==> src/pkg/twc_pkg.sv <==
package twc_pkg;
    localparam int CTRL_WIDTH = 16;
    localparam int CLK_PERIOD_NS = 50;
    // reset initialization length, in master_clock cycles
    localparam int INIT_CYCLES_DEFAULT = 1024;
    // latch_strobe least level time: 40 ns plus one master_clock period
    localparam int LATCH_LEVEL_MIN_NS = 40;
    localparam int LATCH_LEVEL_MIN_CYC = (LATCH_LEVEL_MIN_NS + CLK_PERIOD_NS - 1) / CLK_PERIOD_NS + 1;
    // shift clock least cycle time
    localparam int SHIFT_CYCLE_MIN_NS = 100;
    localparam int SHIFT_CYCLE_MIN_CYC = (SHIFT_CYCLE_MIN_NS + CLK_PERIOD_NS - 1) / CLK_PERIOD_NS;
    localparam logic [CTRL_WIDTH-1:0] CTRL_RESET = 16'h0000;
    localparam logic HW_MODE_LEVEL = 1'h1;
    localparam logic PIN_RESET = 1'h0;

    typedef struct packed {
        logic mode_sel;
        logic latch;
        logic shift_clk;
        logic data;
    } twc_pins_t;

    localparam twc_pins_t PINS_RESET = '{mode_sel: PIN_RESET, latch: PIN_RESET, shift_clk: PIN_RESET, data: PIN_RESET};

    typedef enum logic [1:0] {
        ST_INIT = 2'h0,
        ST_SW = 2'h1,
        ST_HW = 2'h3
    } twc_state_t;
endpackage

==> src/core/twc_shift.sv <==
`timescale 1ns/100ps
module twc_shift import twc_pkg::*; #(
    parameter int WIDTH = CTRL_WIDTH
) (
    input wire logic clk,
    input wire logic reset,
    input wire logic shift_en,
    input wire logic bit_in,
    output logic [WIDTH-1:0] word
);
    initial begin
        if (WIDTH < 2) begin
            $error("twc_shift: WIDTH must be at least 2");
        end
    end

    logic [WIDTH-1:0] word_reg;
    wire [WIDTH-1:0] word_next = shift_en ? {word_reg[WIDTH-2:0], bit_in} : word_reg;

    // no reset on purpose: content survives reset and the init period
    always_ff @(posedge clk) begin
        word_reg <= word_next;
    end

    assign word = word_reg;

    // assertion helper: the register powers up unknown, so the keep_last_a and hold_word_a checks wait for a full word
    localparam int FILL_W = $clog2(WIDTH + 1);
    localparam logic [FILL_W-1:0] FILL_FULL = FILL_W'(WIDTH);
    localparam logic [FILL_W-1:0] FILL_ONE = FILL_W'(1);
    localparam logic [FILL_W-1:0] FILL_ZERO = '0;

    logic [FILL_W-1:0] fill_reg;
    wire filled = (fill_reg == FILL_FULL);
    wire [FILL_W-1:0] fill_next = (shift_en && !filled) ? fill_reg + FILL_ONE : fill_reg;

    always_ff @(posedge clk or posedge reset) begin
        if (reset) begin
            fill_reg <= FILL_ZERO;
        end else begin
            fill_reg <= fill_next;
        end
    end
endmodule // twc_shift

==> src/core/twc_port.sv <==
`timescale 1ns/100ps
module twc_port import twc_pkg::*; #(
    parameter int WIDTH = CTRL_WIDTH,
    parameter int INIT_CYCLES = INIT_CYCLES_DEFAULT
) (
    input wire logic clk,
    input wire logic reset,
    input wire logic shift_clock_in,
    input wire logic serial_data_in,
    input wire logic latch_strobe,
    input wire logic mode_sel,
    output logic [WIDTH-1:0] ctrl_word,
    output logic ctrl_write,
    output logic init_done,
    output logic hw_mode
);
    localparam int CNT_W = $clog2(INIT_CYCLES + 1);
    localparam logic [CNT_W-1:0] INIT_LAST = CNT_W'(INIT_CYCLES - 1);
    localparam logic [CNT_W-1:0] CNT_ZERO = '0;
    localparam logic [CNT_W-1:0] CNT_ONE = CNT_W'(1);

    initial begin
        if (WIDTH != CTRL_WIDTH) begin
            $error("twc_port: WIDTH must match CTRL_WIDTH");
        end
        if (INIT_CYCLES < 2) begin
            $error("twc_port: INIT_CYCLES must be at least 2");
        end
    end

    // pin synchronisers; stage one is read only by stage two
    twc_pins_t pins_raw;
    twc_pins_t sync1_reg;
    twc_pins_t sync2_reg;
    logic shift_clk_prev_reg;
    logic latch_prev_reg;

    assign pins_raw = '{mode_sel: mode_sel, latch: latch_strobe, shift_clk: shift_clock_in, data: serial_data_in};

    always_ff @(posedge clk or posedge reset) begin
        if (reset) begin
            sync1_reg <= PINS_RESET;
            sync2_reg <= PINS_RESET;
            shift_clk_prev_reg <= PIN_RESET;
            latch_prev_reg <= PIN_RESET;
        end else begin
            sync1_reg <= pins_raw;
            sync2_reg <= sync1_reg;
            shift_clk_prev_reg <= sync2_reg.shift_clk;
            latch_prev_reg <= sync2_reg.latch;
        end
    end

    // data travels the same two stages as the shift clock, so the bit seen with
    // the edge is the one that met setup before it; limited to slow shift clocks
    wire shift_rise = sync2_reg.shift_clk & ~shift_clk_prev_reg;
    wire latch_rise = sync2_reg.latch & ~latch_prev_reg;
    wire hw_sel = (sync2_reg.mode_sel == HW_MODE_LEVEL);

    // state and init counter
    twc_state_t state_reg;
    twc_state_t state_next;
    logic [CNT_W-1:0] init_cnt_reg;
    wire init_end = (init_cnt_reg == INIT_LAST);
    wire [CNT_W-1:0] init_cnt_next = (state_reg == ST_INIT) ? init_cnt_reg + CNT_ONE : CNT_ZERO;

    always_comb begin
        state_next = state_reg;
        unique case (state_reg)
            ST_INIT: begin
                if (init_end) begin
                    state_next = hw_sel ? ST_HW : ST_SW;
                end
            end
            ST_SW: begin
                if (hw_sel) begin
                    state_next = ST_HW;
                end
            end
            ST_HW: begin
                if (!hw_sel) begin
                    state_next = ST_SW;
                end
            end
            default: begin
                state_next = ST_INIT;
            end
        endcase
    end

    always_ff @(posedge clk or posedge reset) begin
        if (reset) begin
            state_reg <= ST_INIT;
            init_cnt_reg <= CNT_ZERO;
        end else begin
            state_reg <= state_next;
            init_cnt_reg <= init_cnt_next;
        end
    end

    // shifting runs during init too, only hardware mode stops it
    wire shift_en = shift_rise && (state_reg != ST_HW);
    wire [WIDTH-1:0] shift_word;

    twc_shift #(
        .WIDTH(WIDTH)
    ) u_shift (
        .clk(clk),
        .reset(reset),
        .shift_en(shift_en),
        .bit_in(sync2_reg.data),
        .word(shift_word)
    );

    // a strobe rise in software mode writes whatever the register holds, stale or not;
    // the host must have clocked the last bit first
    wire write_go = latch_rise && (state_reg == ST_SW);
    wire [WIDTH-1:0] ctrl_word_next = write_go ? shift_word : ctrl_word;

    always_ff @(posedge clk or posedge reset) begin
        if (reset) begin
            ctrl_word <= CTRL_RESET;
            ctrl_write <= 1'h0;
            init_done <= 1'h0;
            hw_mode <= 1'h0;
        end else begin
            ctrl_word <= ctrl_word_next;
            ctrl_write <= write_go;
            init_done <= (state_next != ST_INIT);
            hw_mode <= (state_next == ST_HW);
        end
    end
endmodule // twc_port

==> config.mk <==
export PLATFORM = sky130hd
export DESIGN_NAME = twc_port
export DESIGN_NICKNAME = d
export VERILOG_FILES = /design/src/pkg/twc_pkg.sv /design/src/core/twc_shift.sv /design/src/core/twc_port.sv
export SDC_FILE = /design/constraint.sdc
export NUM_CORES = 1
export LEC_CHECK = 0
export ABC_CLOCK_PERIOD_IN_PS = 3380
export BUFFER_PORTS_ARGS = -buffer_cell sky130_fd_sc_hd__buf_2
export CORE_MARGIN = 3
export CORE_UTILIZATION = 60
export DETAILED_ROUTE_END_ITERATION = 12
export GPL_TIMING_DRIVEN = 1
export PLACE_DENSITY = 0.82
export SLEW_MARGIN = 25
export SYNTH_ARGS = -nofsm -noshare
export SYNTH_HDL_FRONTEND = slang
export SYNTH_SLANG_ARGS = --single-unit
==> constraint.sdc <==
create_clock -name clk -period 3.38 [get_ports clk]
set_input_delay 0.676 -clock clk [delete_from_list [all_inputs] [get_ports clk]]
set_output_delay 0.676 -clock clk [all_outputs]
set_load 0.03 [all_outputs]
==> results_dict.tcl <==
set metrics [dict create \
    postRouteAntennaNets 0 \
    via_per_inst 5.33 \
    holdWs_ps 362 \
    portBuffers 24 \
    async_reset_ff_frac 0.724 \
    clock_skew_ps 6.76 \
    met1_length_um 1450 \
    dieArea_mm2 0.00417 \
    htreeDepth 3 \
    ios 25 \
    slowest_delay_ps 400 \
    drive_above_1_share 0.376 \
    rsz0062_at_grt "no" \
    critPathSlowestCell "dfrtp_1" \
    postSynthAreaPerCell_um2 16.1 \
    cts_made_buffers 9 \
    period_share 0.487 \
    yosys_warnings 0 \
    fin_nets 167 \
    cp_top_family "flip-flops" \
    grt_pass1_wl_um 5580 \
    clk_pin_slew_ps 100 \
    layout_setup_ws_ps 1730 \
    wl_per_cell_um 15.7 \
    finalSetupViolations 0 \
    fin_total_pwr_uw 1230 \
    grt_max_degree 43 \
    dp_hpwl_um 2160 \
    synth_nets 135 \
    yosysMostFrequentCell "dfrtp_1" \
    final_hold_viol_count 0 \
    cts_tree "built" \
    crit_fanout 2 \
    stdcell_area_mm2 0.00237 \
    synth_cell_type_count 27 \
    endpoint_kind "primary output" \
    fp.dieH_um 64.6 \
    synth_edf_count 16 \
    cts_resized 0 \
    slew_headroom 0.454 \
    crit_path_cell_trace "buf_2" \
    synthTopCellsByArea "dfrtp_1 (51%), edfxtp_1 (23%), mux2_2 (8.7%), nand3_1 (1.5%), buf_6 (1.1%)" \
    cts.sinks 58 \
    place_area_mm2 0.00223 \
    drv_slew 0 \
    synthesis.area_mm2 0.00206 \
    status "finished, final reports clean" \
    grt_pass1_vias 1182 \
    firstDrtPassIters 4 \
    met2_length_um 1620 \
    route.detailed.drc 0 \
    clk_latency_ps 390 \
    rows 20 \
    finalSetupTns_ps 0 \
    synth_top_cell_by_area "dfrtp_1" \
    critical_path_class "reg -> out" \
    place_ws_ps 1780 \
    vias 1114 \
    min_period_ps 1650 \
    worstMarginPinSlew_ps 816 \
    fmax_mhz 607 \
    syn_inst 128 \
    met3_length_um 171 \
    ir_worst_vdd_v 0.000294 \
    cp-start-kind "flip-flop" \
    diodes 0 \
    grt_usage 0.187 \
    worstPathRequired_ps 2700 \
    p_per_area_mw_per_mm2 521 \
    drt_iter0_drc 94 \
    synth_common_cells "dfrtp_1 (42), edfxtp_1 (16), mux2_2 (16)" \
    fillerInstances 201 \
    drv_cap 0 \
    place.gp.congestion 0.738 \
    cts.path.max_buffers 2 \
    postCtsSetupBuffers 0 \
    top_layer_used "met4" \
    die_w_um 64.6 \
    start_util 0.654 \
    synth_top_area_frac 0.510 \
    drt_wl_total_um 3290 \
    grt_antenna_before_repair 0 \
    cp.arrival_ps 970 \
    synth-main-ff-cell "dfrtp_1" \
    leakage_uw 0.00113 \
    syn_to_final_growth_pct 14.9 \
    crit_buf_inv 1 \
    cts-root-buf "clkbuf_4" \
    core_mm2 0.00315 \
    reg2reg_setup_slack_ps 1770 \
    yosysSeqAreaShare 0.743 \
    grt-ovfl-total 0 \
    min_path_type "reg -> reg" \
    cts_hold_buffers 0 \
    ys_ff_latch 58 \
]
-- per-layer routing --
layer  vias up  GRT usage
met1       550      0.220
met4         0      0.103
li1        525          -
met3         6     0.0797
met2        33      0.290
met5         -          0
-- power by group --
part | leakage, uW | switching, uW | internal, uW
clock | 0.0000737 | 259 | 216
combinational | 0.000354 | 13.9 | 3.96
sequential | 0.000699 | 5.87 | 735
-- layout make-up --
class,instances,area (um2),area share
sequential,58,1530,0.647
multi-input combinational,62,497,0.210
timing repair buffer,25,128,0.0539
clock buffer,11,106,0.0449
tap,44,55.1,0.0233
clock inverter,5,35.0,0.0148
inverter,4,15.0,0.00634
-- cells in the final DEF (no fill, tap or decap) --
cell	synthesis	final
a21oi_1	4	4
and4_2	1	1
or3_1	3	3
buf_4	0	1
clkinv_2	0	1
edfxtp_1	16	16
inv_4	0	1
xor2_1	2	2
clkbuf_16	0	1
or2_2	1	1
clkbuf_8	0	1
or4_1	2	2
nand3_1	6	6
buf_2	0	24
inv_1	4	4
clkbuf_4	0	9
a211oi_4	0	1
xnor2_1	1	1
o21ai_0	2	2
mux2_2	16	16
ha_1	1	1
nand4_1	1	1
o31ai_1	2	2
clkinv_4	0	1
and4bb_2	1	1
a41o_1	2	2
and2_1	3	3
and4_1	1	1
mux2i_1	2	2
nand2_1	3	3
clkinvlp_4	0	2
nand4_2	1	1
nor2_1	6	6
dfrtp_1	42	42
-- worst paths after layout --
check | start | endpoint | depth (start not counted)
worst max-delay path | ctrl_word[14]$_DFFE_PP0P_ | ctrl_word[14] | 1
worst min-delay path | sync1_reg[1]$_DFF_PP0_ | sync2_reg[1]$_DFF_PP0_ | 0
worst max register to register | state_reg[1]$_DFF_PP0_ | ctrl_word[9]$_DFFE_PP0P_ | 2
worst min register to register | sync1_reg[1]$_DFF_PP0_ | sync2_reg[1]$_DFF_PP0_ | 0
max in group asynchronous | reset | ctrl_word[13]$_DFFE_PP0P_ | 3
min in group asynchronous | reset | sync1_reg[2]$_DFF_PP0_ | 3
-- stage by stage --
| stage | std cells | util |
|---|---|---|
| floorplan | 128 | - |
| global placement | 193 | 0.704 |
| detailed placement | 193 | 0.706 |
| CTS | 209 | 0.751 |
| global route | 209 | 0.751 |
| finish | 209 | 0.751 |
-- logic make-up (layout without fill, tap and decap cells) --
logic type,after synthesis,in the layout,share of synthesized area
AOI/OAI and AO/OA,11,11,0.0352
xor gates and xnor gates,3,3,0.0128
adders and majority gates,1,1,0.00607
buffers and inverters,8,45,0.0219
DFF,58,58,0.743
muxes,18,18,0.0971
and+or+nand+nor,29,29,0.0838
No activity file was read; power rests on OpenSTA's default activity.
